`config.mk`:
```
export PLATFORM = sky130hd
export DESIGN_NAME = tcpg_timer
export DESIGN_NICKNAME = d
export VERILOG_FILES = /design/src/tcpg_pkg.sv /design/src/tcpg_timer.sv
export SDC_FILE = /design/constraint.sdc
export NUM_CORES = 1
export LEC_CHECK = 0
export BUFFER_PORTS_ARGS = -buffer_cell sky130_fd_sc_hd__buf_2
export CORE_MARGIN = 4
export CORE_UTILIZATION = 35
export CTS_CLUSTER_DIAMETER = 60
export CTS_CLUSTER_SIZE = 28
export DETAILED_ROUTE_END_ITERATION = 12
export PLACE_DENSITY = 0.51
export RECOVER_POWER = 50
export SKIP_LAST_GASP = 1
export SLEW_MARGIN = 20
export SYNTH_ARGS = -nofsm -noshare
export SYNTH_HDL_FRONTEND = slang
export SYNTH_SLANG_ARGS = --single-unit
```
`constraint.sdc`:
```
create_clock -name i_ref_clk -period 6.06 [get_ports i_ref_clk]
set_clock_uncertainty 0.15 [all_clocks]
set_input_delay 1.515 -clock i_ref_clk [delete_from_list [all_inputs] [get_ports i_ref_clk]]
set_output_delay 1.515 -clock i_ref_clk [all_outputs]
set_load 0.05 [all_outputs]
```
`src/tcpg_pkg.sv`:
```
// Purpose: Shared constants for the timer set-up and waveform block
// Assumes: One peripheral clock at 50 MHz
// Notes:   Counter values are 16 bits wide
package tcpg_pkg;
    localparam int unsigned CNT_W      = 16;
    localparam int unsigned DIV_IDX_W  = 5;
    localparam int unsigned PRE_W      = 17;
    localparam logic [4:0]  DIV_IDX_MAX = 5'h10;
    localparam logic [15:0] CNT_ZERO   = 16'h0000;
    localparam logic [15:0] CNT_ONE    = 16'h0001;
    localparam logic [16:0] PRE_ZERO   = 17'h0_0000;
    localparam logic [16:0] PRE_ONE    = 17'h0_0001;

    typedef enum logic [1:0] {
        TCPG_MODE_TIMER,
        TCPG_MODE_PWM,
        TCPG_MODE_COUNTER
    } tcpg_mode_t;

    typedef enum logic [1:0] {
        TCPG_ST_IDLE,
        TCPG_ST_RUN,
        TCPG_ST_DONE
    } tcpg_state_t;
endpackage : tcpg_pkg

```
`src/tcpg_timer.sv`:
```
// Purpose: Timer 0 style unit with prescale, gating, counter mode, PWM pin
// Assumes: All inputs synchronous to i_ref_clk
// Notes:   Control bits are plain ports; no register bus
`timescale 1ns/1ps
`default_nettype none

// Notes on behaviour
// - Tick is clock divided by two power index
// - Rise enable raises interrupt on output rise
// - Period enable raises interrupt on output fall
// - Counter mode interrupts at target counts
// - Output enable drives waveform onto pin in timer and PWM modes
// - Output enable withholds timer pins from GPIO
// - Source select: outside pin or internal clock
// - Gating allowed only on internal clock
// - Invert setting flips gate level and clock
// - Prescaled clock advances counter, single or repeat
// - Gate input suspends counting unless disabled
// - Pulse inversion flips driven output
// - Count outside rising edges, or both
module tcpg_timer (
    // Clock and reset
    input  wire logic                  i_ref_clk,
    input  wire logic                  i_rstn,
    // Set-up
    input  wire logic                  i_timer_enable,
    input  wire logic [4:0]            i_clock_divide_index,
    input  wire logic                  i_rising_edge_irq_en,
    input  wire logic                  i_period_end_irq_en,
    input  wire logic                  i_waveform_pin_drive_en,
    input  wire logic                  i_outside_clock_select,
    input  wire logic                  i_gate_polarity_and_clock_invert,
    input  wire logic                  i_pulse_output_invert,
    input  wire logic                  i_gating_input_off,
    input  wire logic                  i_count_both_edges,
    input  wire tcpg_pkg::tcpg_mode_t  i_mode,
    // Run control
    input  wire logic                  i_start,
    input  wire logic                  i_repeat,
    input  wire logic                  i_stop,
    input  wire logic [15:0]           i_hi_count,
    input  wire logic [15:0]           i_lo_count,
    input  wire logic                  i_irq_ack,
    // Pins
    input  wire logic                  i_outside_clock_pin,
    input  wire logic                  i_gate_pin,
    output logic                       o_pulse_out_pin,
    output logic                       o_pulse_out_oe,
    output logic                       o_gpio_withheld,
    // Status
    output logic                       o_rise_pending,
    output logic                       o_period_pending,
    output logic                       o_irq,
    output logic                       o_running
);
    tcpg_pkg::tcpg_state_t state_r;
    tcpg_pkg::tcpg_state_t state_nxt;
    logic [16:0]           pre_r;
    logic [16:0]           pre_nxt;
    logic [15:0]           cnt_r;
    logic [15:0]           cnt_nxt;
    logic                  wave_r;
    logic                  wave_nxt;
    logic                  rep_r;
    logic                  rep_nxt;
    logic                  ext_r;
    logic                  ext_nxt;
    logic                  rise_r;
    logic                  rise_nxt;
    logic                  per_r;
    logic                  per_nxt;
    logic                  pin_r;
    logic                  pin_nxt;
    logic                  oe_r;
    logic                  oe_nxt;
    logic                  gpio_r;
    logic                  gpio_nxt;
    logic                  irq_r;
    logic                  irq_nxt;
    logic                  run_r;
    logic                  run_nxt;
    logic [16:0] pre_lim;
    logic        tick, gated, ext_edge, adv, ev_rise, ev_per;
    logic [4:0]  idx;

    always_comb begin
        // Indexes above the top divide act as the top one
        idx     = (i_clock_divide_index > tcpg_pkg::DIV_IDX_MAX) ?
                  tcpg_pkg::DIV_IDX_MAX : i_clock_divide_index;
        pre_lim = (tcpg_pkg::PRE_ONE << idx) - tcpg_pkg::PRE_ONE;
        tick    = (pre_r == pre_lim);
        // Gate only on internal source; polarity from invert setting
        gated   = !i_outside_clock_select && !i_gating_input_off &&
                  (i_gate_pin == i_gate_polarity_and_clock_invert);
        // Clock invert picks falling edge of outside clock as active one
        ext_edge = (i_outside_clock_pin != ext_r) &&
                   (i_count_both_edges ||
                    (i_outside_clock_pin != i_gate_polarity_and_clock_invert));
        adv     = (state_r == tcpg_pkg::TCPG_ST_RUN) &&
                  (i_outside_clock_select ? ext_edge : (tick && !gated));
    end

    always_comb begin
        state_nxt = state_r;
        pre_nxt   = pre_r;
        cnt_nxt   = cnt_r;
        wave_nxt  = wave_r;
        rep_nxt   = rep_r;
        ev_rise   = 1'b0;
        ev_per    = 1'b0;
        ext_nxt   = i_outside_clock_pin;
        if (!gated || i_outside_clock_select)
            pre_nxt = tick ? tcpg_pkg::PRE_ZERO : pre_r + tcpg_pkg::PRE_ONE;
        case (state_r)
            tcpg_pkg::TCPG_ST_IDLE, tcpg_pkg::TCPG_ST_DONE: begin
                if (i_timer_enable && i_start) begin
                    state_nxt = tcpg_pkg::TCPG_ST_RUN;
                    cnt_nxt   = tcpg_pkg::CNT_ZERO;
                    pre_nxt   = tcpg_pkg::PRE_ZERO;
                    wave_nxt  = 1'b0;
                    rep_nxt   = i_repeat;
                end
            end
            tcpg_pkg::TCPG_ST_RUN: begin
                if (adv) begin
                    cnt_nxt = cnt_r + tcpg_pkg::CNT_ONE;
                    if (cnt_nxt == i_hi_count) begin
                        wave_nxt = 1'b1;
                        ev_rise  = 1'b1;
                    end
                    if (cnt_nxt == i_lo_count) begin
                        wave_nxt = 1'b0;
                        ev_per   = 1'b1;
                        cnt_nxt  = tcpg_pkg::CNT_ZERO;
                        if (!rep_r)
                            state_nxt = tcpg_pkg::TCPG_ST_DONE;
                    end
                end
            end
            default: state_nxt = tcpg_pkg::TCPG_ST_IDLE;
        endcase
        // Stop or disable drops the waveform at once
        if (i_stop || !i_timer_enable) begin
            state_nxt = tcpg_pkg::TCPG_ST_IDLE;
            wave_nxt  = 1'b0;
        end
    end

    // Set wins over acknowledge so no event is lost
    always_comb begin
        rise_nxt = (rise_r && !i_irq_ack) || (ev_rise && i_rising_edge_irq_en);
        per_nxt  = (per_r && !i_irq_ack) || (ev_per && i_period_end_irq_en);
        irq_nxt  = rise_nxt || per_nxt;
        run_nxt  = (state_nxt == tcpg_pkg::TCPG_ST_RUN);
    end

    // Pin in timer and PWM operation; counter mode keeps pin free
    always_comb begin
        oe_nxt   = i_timer_enable && i_waveform_pin_drive_en &&
                   (i_mode != tcpg_pkg::TCPG_MODE_COUNTER);
        gpio_nxt = i_timer_enable && i_waveform_pin_drive_en;
        pin_nxt  = oe_nxt && (wave_nxt ^ i_pulse_output_invert);
    end

    always_ff @(posedge i_ref_clk) begin
        if (!i_rstn) begin
            state_r <= tcpg_pkg::TCPG_ST_IDLE;
            pre_r   <= tcpg_pkg::PRE_ZERO;
            cnt_r   <= tcpg_pkg::CNT_ZERO;
            wave_r  <= 1'b0;
            rep_r   <= 1'b0;
            // Outside pin idles low, so no false edge after reset
            ext_r   <= 1'b0;
        end else begin
            state_r <= state_nxt;
            pre_r   <= pre_nxt;
            cnt_r   <= cnt_nxt;
            wave_r  <= wave_nxt;
            rep_r   <= rep_nxt;
            ext_r   <= ext_nxt;
        end
    end

    always_ff @(posedge i_ref_clk) begin
        if (!i_rstn) begin
            rise_r  <= 1'b0;
            per_r   <= 1'b0;
            irq_r   <= 1'b0;
            run_r   <= 1'b0;
        end else begin
            rise_r  <= rise_nxt;
            per_r   <= per_nxt;
            irq_r   <= irq_nxt;
            run_r   <= run_nxt;
        end
    end

    always_ff @(posedge i_ref_clk) begin
        if (!i_rstn) begin
            pin_r   <= 1'b0;
            oe_r    <= 1'b0;
            gpio_r  <= 1'b0;
        end else begin
            pin_r   <= pin_nxt;
            oe_r    <= oe_nxt;
            gpio_r  <= gpio_nxt;
        end
    end

    assign o_pulse_out_pin  = pin_r;
    assign o_pulse_out_oe   = oe_r;
    assign o_gpio_withheld  = gpio_r;
    assign o_rise_pending   = rise_r;
    assign o_period_pending = per_r;
    assign o_irq            = irq_r;
    assign o_running        = run_r;
endmodule : tcpg_timer

`default_nettype wire

```
**After elaboration in Yosys (flattened, before gate mapping)**

Cells that the tools add are included.

- Add/subtract/negate cells: 3
- Order comparisons: 1
- Equality and inequality tests: 12
- Shift-type cells: 1
- Muxes and demuxes: 28
- Bitwise gates (word level): 1
- Reductions and logical operators: 29

Operator list:

| cell | count |
|---|---|
| 17-bit two-way mux | 4 |
| 16-bit two-way mux | 3 |
| 16-bit == test | 2 |
| 16-bit one-hot mux with 2 select lines | 1 |
| 17-bit by 1-bit adder with 17-bit output (second input constant) | 1 |
| 17-bit == test | 1 |
| 1-bit by 5-bit left shift with 17-bit output (first input constant) | 1 |
| 17-bit by 1-bit subtractor with 17-bit output (second input constant) | 1 |
| 16-bit by 1-bit adder with 16-bit output (second input constant) | 1 |
| 1-bit logical AND | 13 |
| 1-bit two-way mux | 12 |
| 2-bit two-way mux | 5 |
| 1-bit logical OR | 6 |
| 2-bit != test (second input constant) | 3 |
| 5-bit > comparator (second input constant) | 1 |
| 1-bit logical NOT | 5 |
| 5-bit two-way mux | 1 |
| 2-bit by 1-bit == test with 1-bit output (second input constant) | 2 |
| 2-bit one-hot mux with 2 select lines | 1 |
| 3-bit AND reduction | 1 |
| 2-bit == test (second input constant) | 1 |
| 2-bit logical NOT | 1 |
| 1-bit != test | 2 |
| 1-bit one-hot mux with 2 select lines | 1 |
| other kinds (5) | 5 |

- Register bits: 45
- Input bits: 56
- Output and inout bits: 7
- Word-level logic and storage cells: 88

**Logic depth before layout (Yosys ltp)**

Gate-level depths: netlist (run 1).

- Depth after elaboration: 13
- Gate-level depth with buffers: 16
- Mapped depth without buffers: 12

**Least setup slack after synthesis (run 1)**

Ideal clock, no wire load.

- Path kind: in2reg
- From: input i_clock_divide_index[2]
- To: register pre_r[10]
- Setup time: 117 ps
- Arrival: 4601 ps
- Data required time: 5793 ps
- Slack: 1191 ps
- Stages on the path: 15
- Buffers on the path: 4
- Cell sequence: buf_2 > buf_1 > nor3_1 > nand3b_1 > ha_1 > clkbuf_1 > nor2b_1 > a22o_1 > or3_1 > a2111oi_2 > nand2_1 > a211oi_1 > a21o_1 > buf_2 > nor2_1

- Cells in the longest elaborated chain, start to end: 9

RTL lines:

| what | RTL line | RTL |
|---|---|---|
| start, declared | tcpg_timer.sv:27 | `input wire logic [4:0] i_clock_divide_index,` |
| 5-bit > comparator | tcpg_timer.sv:88 | `idx = (i_clock_divide_index > tcpg_pkg::DIV_IDX_MAX) ?` |
| 5-bit two-way mux (*) | tcpg_timer.sv:88 |  |
| 1-bit by 5-bit left shift with 17-bit output (*) | tcpg_timer.sv:90 | `pre_lim = (tcpg_pkg::PRE_ONE << idx) - tcpg_pkg::PRE_ONE;` |
| 17-bit by 1-bit subtractor with 17-bit output (*) | tcpg_timer.sv:90 |  |
| 17-bit == test (*) | tcpg_timer.sv:91 | `tick = (pre_r == pre_lim);` |
| 17-bit two-way mux (*) | tcpg_timer.sv:113 | `pre_nxt = tick ? tcpg_pkg::PRE_ZERO : pre_r + tcpg_pkg::PRE_ONE;` |
| 17-bit two-way mux (*) | tcpg_timer.sv:112 | `if (!gated \|\| i_outside_clock_select)` |
| 17-bit two-way mux | tcpg_timer.sv:116 | `if (i_timer_enable && i_start) begin` |
| 17-bit two-way mux (*) | tcpg_timer.sv:114 | `case (state_r)` |
| end signal, assigned | tcpg_timer.sv:168 | `pre_r <= tcpg_pkg::PRE_ZERO;` |
| end signal, assigned | tcpg_timer.sv:176 | `pre_r <= pre_nxt;` |
| end, declared | tcpg_timer.sv:58 | `logic [16:0] pre_r;` |

Every way passes the cells marked *; elsewhere a longest branch is shown, timed or not.
A chain may end at the register's enable or synchronous reset.

**Worst setup path in the final report (run 1)**

- From: input i_clock_divide_index[2]
- To: register pre_r[15]

Same word-level chain as after synthesis.

==> results of run 1 <==
-- synth_stat cells, drive strengths merged (6+ instances only) --
cell / number / area share, %
nand2: 53 / 5.1
nor2: 47 / 4.5
dfxtp: 45 / 23
xnor2: 27 / 6.0
a21oi: 26 / 3.3
xor2: 26 / 5.8
nand3: 23 / 3.1
o21ai: 22 / 3.0
buf: 20 / 2.6
clkbuf: 16 / 1.5
nand4: 16 / 2.7
nor3: 13 / 1.8
inv: 12 / 1.2
nand2b: 12 / 1.9
nor2b: 12 / 1.9
o22ai: 12 / 1.9
a21boi: 9 / 1.7
nor4: 9 / 2.1
and3: 8 / 1.3
o21a: 7 / 1.3
a211oi: 6 / 1.2
nand3b: 6 / 1.2
or4: 6 / 1.2
-- power by group through the flow --
stage	clock network [W]	registers, W	logic [W]
2_1_floorplan	0	0.000311	0.0000674
3_3_place_gp	0	0.000309	0.000105
3_5_place_dp	0	0.000309	0.000106
4_1_cts	0.000286	0.000302	0.000107
5_1_grt	0.000298	0.000303	0.000118
6_report	0.000282	0.000302	0.000106
-- worst paths after layout --
| kind | end | from | slack (ns) |
|---|---|---|---|
| hold reg to reg | o_rise_pending$_SDFF_PN0_ | o_rise_pending$_SDFF_PN0_ | 0.34 |
| hold / removal | o_rise_pending$_SDFF_PN0_ | o_rise_pending$_SDFF_PN0_ | 0.34 |
| setup / recovery | pre_r[15]$_SDFF_PN0_ | i_clock_divide_index[2] | 0.73 |
| setup reg to reg | o_pulse_out_pin$_SDFF_PN0_ | cnt_r[0]$_SDFFE_PN0P_ | 1.78 |
-- logic make-up after synthesis --
| group | Yosys count | share of synthesized area [%] |
|---|---|---|
| xor gates and xnor gates | 59 | 15.34 |
| DFF | 45 | 23.00 |
| adders and majority gates | 3 | 0.9586 |
| buffers and inverters | 48 | 5.304 |
| AOI/OAI and AO/OA | 121 | 21.05 |
| muxes | 4 | 1.022 |
| and+or+nand+nor | 236 | 33.32 |
-- layout by cell type, fill, tap and decap left out, types with 4 or more instances in the layout --
master and count:
buf_2 54, nand2_1 53, nor2_1 47, dfxtp_1 45, xnor2_1 27, xor2_1 26
a21oi_1 26, nand3_1 22, o21ai_0 18, nand4_1 15, nor3_1 12, nor2b_1 12
inv_1 12, nand2b_1 12, o22ai_1 12, and3_1 8, clkbuf_1 8, o21a_1 7
nand3b_1 6, nor4_1 6, a211oi_1 6, or4_1 6, xnor3_1 5, or3_1 5
a21boi_1 5, clkbuf_8 5, o211ai_1 4, a21o_1 4, mux2i_1 4, and4_1 4
a21boi_0 4
-- area by class of cell --
cell class / instances / area (µm²) / area share (%)
well taps: 140 / 175.2 / 4.015
flip-flops and latches: 45 / 900.9 / 20.65
multi-input cells: 423 / 2796 / 64.10
clock buffers: 5 / 68.82 / 1.577
inverters: 12 / 45.04 / 1.032
clock inverters: 3 / 68.82 / 1.577
repair buffers: 63 / 307.8 / 7.055
-- layer usage --
layer  wire length [µm]  up-vias  track usage [%]
li1                   -     1935                -
met1               5432     1793            25.51
met2               5086      111            26.82
met3                616       10            2.918
met4                 87        0            3.563
met5                  0        -                0
-- stage by stage --
| step | util [%] | cells | area, µm² | hold slack [ns] |
|---|---|---|---|---|
| floorplan | - | 516 | 3916 | 0.2870 |
| CTS | 40.27 | 691 | 4384 | 0.3354 |
| global route | 40.07 | 691 | 4363 | 0.3625 |
| detailed placement | 39.00 | 683 | 4247 | 0.3201 |
| global placement | 39.00 | 683 | 4247 | 0.3090 |
| finish | 40.07 | 691 | 4363 | 0.3404 |
-- flip-flops by register name (all words and copies together), names as in the netlist --
| name | count |
|---|---|
| state_r | 2 |
| wave_r | 1 |
| o_pulse_out_pin | 1 |
| ext_r | 1 |
| o_pulse_out_oe | 1 |
| cnt_r | 16 |
| o_gpio_withheld | 1 |
| rep_r | 1 |
| o_running | 1 |
| o_period_pending | 1 |
| o_irq | 1 |
| o_rise_pending | 1 |
| pre_r | 17 |
-- worst min-delay path, stage by stage, from the launching register on --
cell      delay [ns]
dfxtp_1         0.32
nand2b_1        0.06
a21boi_1        0.06
==> results.txt, run 1 <==
Status: finished clean
PortBufs: 62
Overall power after layout: 0.0006901 W
Setup TNS: 0 ns
Max Cap Viol: 0
Clk slew on worst S/H paths: 0.09 ns
Crit path DAT: 5.36 ns
Cell depth of the worst min-delay path: 2
Top delay family on crit path: compound AO/OA/AOI/OAI gates
Primary FF master, synth: dfxtp_1
Vias in the first global route: 3605
Post-Syn Area: 3916 µm²
Initial antenna violation count: 0
Largest net degree at the start of global routing: 33
Clock tree buffer depth: 2
Clk_lat worst skew: 0.31 ns
Max VDD drop: 0.00008667 V
NetSw: 0.0001779 W
Synth-to-layout area growth: 11.41%
Syn Area/Cell: 7.590 µm²
Post-Syn Nets: 575
Global-route wire length before repair: 18290 µm
Async set or reset register ratio after synthesis: 0%
Sequential Power Share: 43.7%
Setup crit start kind: input port
Final-stage net count: 609
CP Capture Type: flip-flop
Buf+Inv Stages, Crit Path: 1
WP depth: 12
Max Fclk: 187.4 MHz
GRT Resource Usage Total: 17.35%
Setup Fix Bufs, Post-CTS: 0
CTS root buf: clkbuf_8
Number of buffers created by CTS: 5
DIE AREA: 12950 µm²
# rows: 38
Die W: 113.8 µm
Crit-path cells: buf_2 > nor3_1 > nand3b_1 > ha_1 > nor2b_1 > a22o_1 > or3_1 > a2111oi_0 > nand2_1 > a211oi_1 > a21o_1 > nor2_1
Number of H-tree levels: 2
Critical path class: input port to flip-flop
LEAKAGE: 1.553 nW
Cts repair resizes: 0
Endpoints failing setup: 0
Clock power share: 40.9%
EDFF count, synth: 0
Drt wl/cell: 16.24 µm
Final WL: 11220 µm
Pre-CTS setup slack: 0.6446 ns
Overflow after GRT: 0
Fraction of layout cells with a size suffix above 1: 15.06%
Critical path fanouts, max: 22
Core area: 10890 µm²
Routability cong.: 0.8639
Layout filler cell count: 1144
RSZ-0062 raised after global routing: no
Power density cells: 158.2 nW/µm²
First drt pass iteration count: 4
Worst Reg-to-Reg Cells: 10
Seq cells post-synth: 45
Vias/cell: 5.570
Fin crit period: 5.335 ns
Slew Viols, Final: 0
Final worst slack: 0.7252 ns
Critical Path RT: 6.08 ns
Internal power: 0.0005122 W
Slowest stage delay, CP: 0.63 ns
Clock tree from TritonCTS: yes
Final Hold Fails: 0
Power share of the combinational group: 15.4%
Synth warnings: 0
DRT iter0 DRCs: 182
DRT antenna net count: 0
Die Y: 113.8 µm
Count of clock tree sinks: 45
Slowest cell on the critical path: a2111oi_0
IO Count: 63
DRC violations left: 0
Syn Inst Count: 516
Sw Ratio: 25.78%
Post-DP HPWL: 8345 µm
ANT cells: 0
CTS Hold Bufs: 0
Fin crit share: 88.03%
Tightest Hold Check Type: flip-flop to flip-flop
Fraction of the yosys area taken by sequential cells: 23.00%
Rel. slew slack: 7.230%
Via count: 3849
Initial Util: 35.97%
Netlist cell types: 76
Worst-Margin Slew: 1.392 ns
No activity file was read; power rests on OpenSTA's default activity.
==> inputs of run 2 (changes only) <==
--- a/config.mk
+++ b/config.mk
@@ -5,12 +5,14 @@
 export SDC_FILE = /design/constraint.sdc
 export NUM_CORES = 1
 export LEC_CHECK = 0
+export ABC_CLOCK_PERIOD_IN_PS = 6060
 export BUFFER_PORTS_ARGS = -buffer_cell sky130_fd_sc_hd__buf_2
 export CORE_MARGIN = 4
 export CORE_UTILIZATION = 35
 export CTS_CLUSTER_DIAMETER = 60
 export CTS_CLUSTER_SIZE = 28
 export DETAILED_ROUTE_END_ITERATION = 12
+export MAX_ROUTING_LAYER = met4
 export PLACE_DENSITY = 0.51
 export RECOVER_POWER = 50
 export SKIP_LAST_GASP = 1
@@ -18,3 +20,4 @@
 export SYNTH_ARGS = -nofsm -noshare
 export SYNTH_HDL_FRONTEND = slang
 export SYNTH_SLANG_ARGS = --single-unit
+export TNS_END_PERCENT = 10
==> run 2 against run 1 <==
Compared with the run above: the flow now finishes with violations (capacitance limit); core utilization shrank 0.39 points; critical path type unchanged; clock power shrank 30%; design area shrank 0.98%.
==> results.txt, run 2 (same netlist as run 1, synthesis figures left out) <==
Clock power share: 32.4% (-8.5 points)
CTS Hold Bufs: 0 (unchanged)
Fin crit share: 88.15% (+0.11 points)
Count of clock tree sinks: 45 (unchanged)
Overflow after GRT: 0 (unchanged)
Via count: 3806 (-1.1%)
Largest Register: pre_r
Routability cong.: 0.8963 (+3.8%)
Cell depth of the worst min-delay path: 2 (unchanged)
Max layer used: met4
Hold Path Sink: o_rise_pending$_SDFF_PN0_
Final Hold Fails: 0 (unchanged)
DIE AREA: 12950 µm² (unchanged)
WL met2: 5191 µm (+2.1%)
Endpoints failing setup: 0 (unchanged)
Clock tree buffer depth: 2 (unchanged)
Register area: 900.9 µm² (unchanged)
Power share of the combinational group: 17.7% (+2.3 points)
Fin crit period: 5.342 ns (+0.006885 ns)
Synth-to-layout area growth: 10.32%
Layout filler cell count: 1151 (+0.61%)
Vias in the first global route: 3678 (+2.0%)
PortBufs: 62 (unchanged)
Vias/cell: 5.508 (-1.1%)
RSZ-0062 raised after global routing: no
CTS root buf: clkbuf_8
Drt wl/cell: 16.48 µm (+1.5%)
Setup Fix Bufs, Post-CTS: 0 (unchanged)
Reg2reg end: o_pulse_out_pin$_SDFF_PN0_
Most frequent cells in the layout: buf_2 (54), nand2_1 (53), nor2_1 (47), dfxtp_1 (45), xnor2_1 (27)
Footprint of the multi-input gates: 2798 µm² (about the same)
Max Cap Viol: 1 (+1)
Number of buffers created by CTS: 5 (unchanged)
Global-route wire length before repair: 18570 µm (+1.5%)
Placed insts: 683 (unchanged)
Clk_lat worst skew: 0.31 ns (about the same)
Critical path class: input port to flip-flop
Rel. slew slack: 0.6425% (-6.6 points)
First drt pass iteration count: 4 (unchanged)
Initial Util: 35.97% (unchanged)
Biggest regs: pre_r (17), cnt_r (16), state_r (2)
Largest net degree at the start of global routing: 33 (unchanged)
Clock tree from TritonCTS: yes
Die Y: 113.8 µm (unchanged)
NetSw: 0.0001754 W (-1.4%)
Non-Filler Instances: 691 (unchanged)
Max reg flops: 17 (unchanged)
GRT Resource Usage Total: 18.17% (+0.83 points)
Max VDD drop: 0.00009960 V (+15%)
Power density cells: 140.0 nW/µm² (-12%)
DRC violations left: 0 (unchanged)
Die W: 113.8 µm (unchanged)
Initial antenna violation count: 0 (unchanged)
Critical Path RT: 6.13 ns (+0.05 ns)
Worst Reg-to-Reg Cells: 10 (unchanged)
Fraction of layout cells with a size suffix above 1: 15.06% (unchanged)
Reg2Reg Setup Slack: 1.75 ns (-0.03 ns)
WL met1: 5571 µm (+2.6%)
# rows: 38 (unchanged)
Final-stage net count: 609 (unchanged)
Setup crit start kind: input port
Setup TNS: 0 ns (unchanged)
Internal power: 0.0004293 W (-16%)
Failing checks: capacitance limit
Post-DP HPWL: 8650 µm (+3.7%)
Leading cell type in the layout, fill and taps excluded: buf_2
CP Capture Type: flip-flop
LEAKAGE: 1.527 nW (-1.6%)
Worst Min Path Start: o_rise_pending$_SDFF_PN0_
Max Fclk: 187.2 MHz (-0.13%)
DRT iter0 DRCs: 239 (+31%)
Sw Ratio: 29.01% (+3.2 points)
Reg-to-Reg Start: cnt_r[0]$_SDFFE_PN0P_
DRT antenna net count: 0 (unchanged)
Final WL: 11390 µm (+1.5%)
Sequential Power Share: 49.9% (+6.2 points)
Cts repair resizes: 0 (unchanged)
IO Count: 63 (unchanged)
Tightest Hold Check Type: flip-flop to flip-flop
Clk slew on worst S/H paths: 0.10 ns (about the same)
Number of H-tree levels: 2 (unchanged)
Worst-Margin Slew: 1.490 ns (+0.09881 ns)
Critical path fanouts, max: 22 (unchanged)
WL met3: 513 µm (-17%)
Status: complete, but fails checks
Crit path DAT: 5.41 ns (+0.05 ns)
ANT cells: 0 (unchanged)
Core area: 10890 µm² (unchanged)
Slew Viols, Final: 0 (unchanged)
[run 2: cell count changes in the layout (fill, tap and decap cells not counted), sizes merged]
cell	previous run	this run
clkinv	0	1
clkinvlp	0	1
bufinv	2	0
[run 2: area by class of cell]
| cell class | count | share of cell area, % |
|---|---|---|
| Clock buffer | 5 | 1.593 |
| Clock inverter | 3 | 0.5792 |
| Multi-Input combinational cell | 423 | 64.76 |
| Tap cell | 140 | 4.054 |
| Inverter | 12 | 1.043 |
| Sequential cell | 45 | 20.85 |
| Timing Repair Buffer | 63 | 7.124 |
[run 2: power groups by stage]
stage,logic (W),clock network [W],registers [W]
after floorplan,0.0000674,0,0.000311
after global placement,0.000106,0,0.000309
after detailed placement,0.000107,0,0.000309
after CTS,0.000108,0.000206,0.000302
after global routing,0.000119,0.000219,0.000302
final,0.000107,0.000196,0.000302
[run 2: per-layer routing]
layer / track usage, % / vias up
met5: - / -
met4: 3.880 / 0
met3: 2.812 / 11
met2: 28.23 / 91
met1: 25.18 / 1776
li1: - / 1928
[run 2: worst max-delay path by stage]
stage	startpoint	end	cells past startpoint
floorplan	i_clock_divide_index[2]	pre_r[10]$_SDFF_PN0_	15
global placement	i_clock_divide_index[2]	cnt_r[11]$_SDFFE_PN0P_	12
detailed placement	i_clock_divide_index[2]	pre_r[6]$_SDFF_PN0_	12
CTS	i_clock_divide_index[2]	pre_r[6]$_SDFF_PN0_	12
global route	i_clock_divide_index[2]	state_r[1]$_SDFF_PN0_	13
finish	i_clock_divide_index[2]	state_r[1]$_SDFF_PN0_	13
[run 2: worst max-delay path, stage by stage]
cell,delay (ns)
buf_2,0.22
nor3_1,0.48
nand3b_1,0.15
ha_1,0.45
nor2b_1,0.24
a22o_1,0.21
or3_1,0.34
a2111oi_0,0.53
nand2_1,0.16
o21ai_0,0.48
nand2_1,0.14
or2_1,0.24
a221oi_1,0.25
[run 2: through the flow]
stage	area, µm²	hold WS (ns)	setup slack (ns)	utilization [%]	total power [W]
after global placement	4247	0.3110	0.8539	39.00	0.0004145
final	4320	0.3502	0.7183	39.68	0.0006047
after CTS	4340	0.3531	1.012	39.86	0.0006156
after floorplan	3916	0.2870	1.191	-	0.0003782
after global routing	4320	0.3812	0.3995	39.68	0.0006403
after detailed placement	4247	0.3362	0.6988	39.00	0.0004157
==> inputs of run 3 (changes only) <==
--- a/config.mk
+++ b/config.mk
@@ -7,6 +7,7 @@
 export LEC_CHECK = 0
 export ABC_CLOCK_PERIOD_IN_PS = 6060
 export BUFFER_PORTS_ARGS = -buffer_cell sky130_fd_sc_hd__buf_2
+export CAP_MARGIN = 30
 export CORE_MARGIN = 4
 export CORE_UTILIZATION = 35
 export CTS_CLUSTER_DIAMETER = 60
@@ -15,8 +16,8 @@
 export MAX_ROUTING_LAYER = met4
 export PLACE_DENSITY = 0.51
 export RECOVER_POWER = 50
+export REMOVE_ABC_BUFFERS = 1
 export SKIP_LAST_GASP = 1
-export SLEW_MARGIN = 20
 export SYNTH_ARGS = -nofsm -noshare
 export SYNTH_HDL_FRONTEND = slang
 export SYNTH_SLANG_ARGS = --single-unit
==> run 3 against run 2 <==
Compared with the run above: non-clock buffer count unchanged; global-route usage down 0.50 points; cell count down 0.14%; the run now ends clean; register-to-register slack better by 0.10 ns.
==> results.txt, run 3 (same netlist as run 1, synthesis figures left out) <==
Status: finished clean
DRT antenna net count: 0 (unchanged)
Number of buffers created by CTS: 5 (unchanged)
Global-route wire length before repair: 18290 µm (-1.6%)
Post-layout utilization of the core: 39.63% (-0.046 points)
Overflow after GRT: 0 (unchanged)
Final hold slack: 0.3299 ns (-0.02030 ns)
Vias/cell: 5.557 (+0.88%)
Leading cell type in the layout, fill and taps excluded: buf_2
PortBufs: 62 (unchanged)
Largest Register: pre_r
DRT iter0 DRCs: 293 (+23%)
IO Count: 63 (unchanged)
Initial antenna violation count: 0 (unchanged)
ANT cells: 0 (unchanged)
GRT Resource Usage Total: 17.67% (-0.50 points)
Tightest Hold Check Type: flip-flop to flip-flop
CP Capture Type: flip-flop
Die W: 113.8 µm (unchanged)
Die Y: 113.8 µm (unchanged)
Via count: 3834 (+0.74%)
RSZ-0062 raised after global routing: no
Biggest regs: pre_r (17), cnt_r (16), state_r (2)
Fin crit period: 5.545 ns (+0.2028 ns)
Max VDD drop: 0.00006428 V (-35%)
Clk slew on worst S/H paths: 0.09 ns (about the same)
Final-stage net count: 609 (unchanged)
Final worst slack: 0.5154 ns (-0.2028 ns)
First drt pass iteration count: 5 (+1)
Critical path fanouts, max: 22 (unchanged)
CTS root buf: clkbuf_8
Largest net degree at the start of global routing: 33 (unchanged)
Fraction of layout cells with a size suffix above 1: 14.91% (-0.15 points)
Initial Util: 35.97% (unchanged)
Number of H-tree levels: 2 (unchanged)
# rows: 38 (unchanged)
Endpoints failing setup: 0 (unchanged)
LEAKAGE: 1.527 nW (about the same)
Most frequent cells in the layout: buf_2 (54), nand2_1 (53), nor2_1 (47), dfxtp_1 (45), xnor2_1 (27)
Pre-CTS setup slack: 0.5811 ns (-0.1177 ns)
Rel. slew slack: 5.926% (+5.3 points)
Worst-Margin Slew: 1.411 ns (-0.07925 ns)
Max reg flops: 17 (unchanged)
Clock tree from TritonCTS: yes
Critical Path RT: 6.14 ns (about the same)
Max Cap Viol: 0 (-1)
Critical path class: input port to flip-flop
Routability cong.: 0.8654 (-3.4%)
Count of clock tree sinks: 45 (unchanged)
CTS Hold Bufs: 0 (unchanged)
Drt wl/cell: 16.05 µm (-2.7%)
Max Fclk: 180.4 MHz (-3.7%)
Final WL: 11070 µm (-2.8%)
Synth-to-layout area growth: 10.19%
Core area: 10890 µm² (unchanged)
Setup Fix Bufs, Post-CTS: 0 (unchanged)
Setup crit start kind: input port
Setup TNS: 0 ns (unchanged)
DRC violations left: 0 (unchanged)
Fin crit share: 91.49% (+3.3 points)
Vias in the first global route: 3695 (+0.46%)
Final Hold Fails: 0 (unchanged)
Clock tree buffer depth: 2 (unchanged)
Slew Viols, Final: 0 (unchanged)
Power density cells: 140.2 nW/µm² (+0.19%)
DIE AREA: 12950 µm² (unchanged)
Cts repair resizes: 0 (unchanged)
Post-DP HPWL: 8303 µm (-4.0%)
Overall power after layout: 0.0006051 W (about the same)
Crit path DAT: 5.63 ns (+0.22 ns)
Clk_lat worst skew: 0.30 ns (about the same)
## run 3: stage by stage
step	instance area [µm²]	instances
after floorplan	3754	480
after global placement	4247	683
after detailed placement	4247	683
after CTS	4337	690
after global routing	4315	690
final	4315	690
## run 3: critical path, cell delays in order
cell and delay (ns):
buf_2 0.22, nor3_1 0.49, nand3b_1 0.15, ha_1 0.45, nor2b_1 0.24, a22o_1 0.22
or3_1 0.34, a2111oi_0 0.79, and4_4 0.39, o21ai_2 0.22, or3b_1 0.45, a21boi_1 0.14
## run 3: metal layers
metal  wire [µm]  up-vias  GRT usage [%]
li1            -     1937              -
met1        5103     1766          23.09
met2        5135      114          28.19
met3         562       17          2.493
met4         271        0          5.938
met5           0        -              -
## run 3: cell type report
| type | count | area (µm²) |
|---|---|---|
| Fill cell | 1171 | 6573 |
| Multi-Input combinational cell | 423 | 2796 |
| Sequential cell | 45 | 900.9 |
| Timing Repair Buffer | 63 | 307.8 |
| Tap cell | 140 | 175.2 |
| Clock buffer | 6 | 82.58 |
| Inverter | 12 | 45.04 |
| Clock inverter | 1 | 7.507 |
## run 3: final timing paths
| check | slack, ns | endpoint | startpoint | cells past startpoint |
|---|---|---|---|---|
| worst max register to register | 1.85 | cnt_r[15]$_SDFFE_PN0P_ | cnt_r[3]$_SDFFE_PN0P_ | 9 |
| worst max-delay path | 0.52 | cnt_r[15]$_SDFFE_PN0P_ | i_clock_divide_index[2] | 12 |
| worst min register to register | 0.33 | state_r[1]$_SDFF_PN0_ | state_r[0]$_SDFF_PN0_ | 1 |
| worst min-delay path | 0.33 | state_r[1]$_SDFF_PN0_ | state_r[0]$_SDFF_PN0_ | 1 |
## run 3: report_power, final
group          internal [W]  switching (W)
registers          0.000299     0.00000316
clock network     0.0000904       0.000107
logic             0.0000473      0.0000590
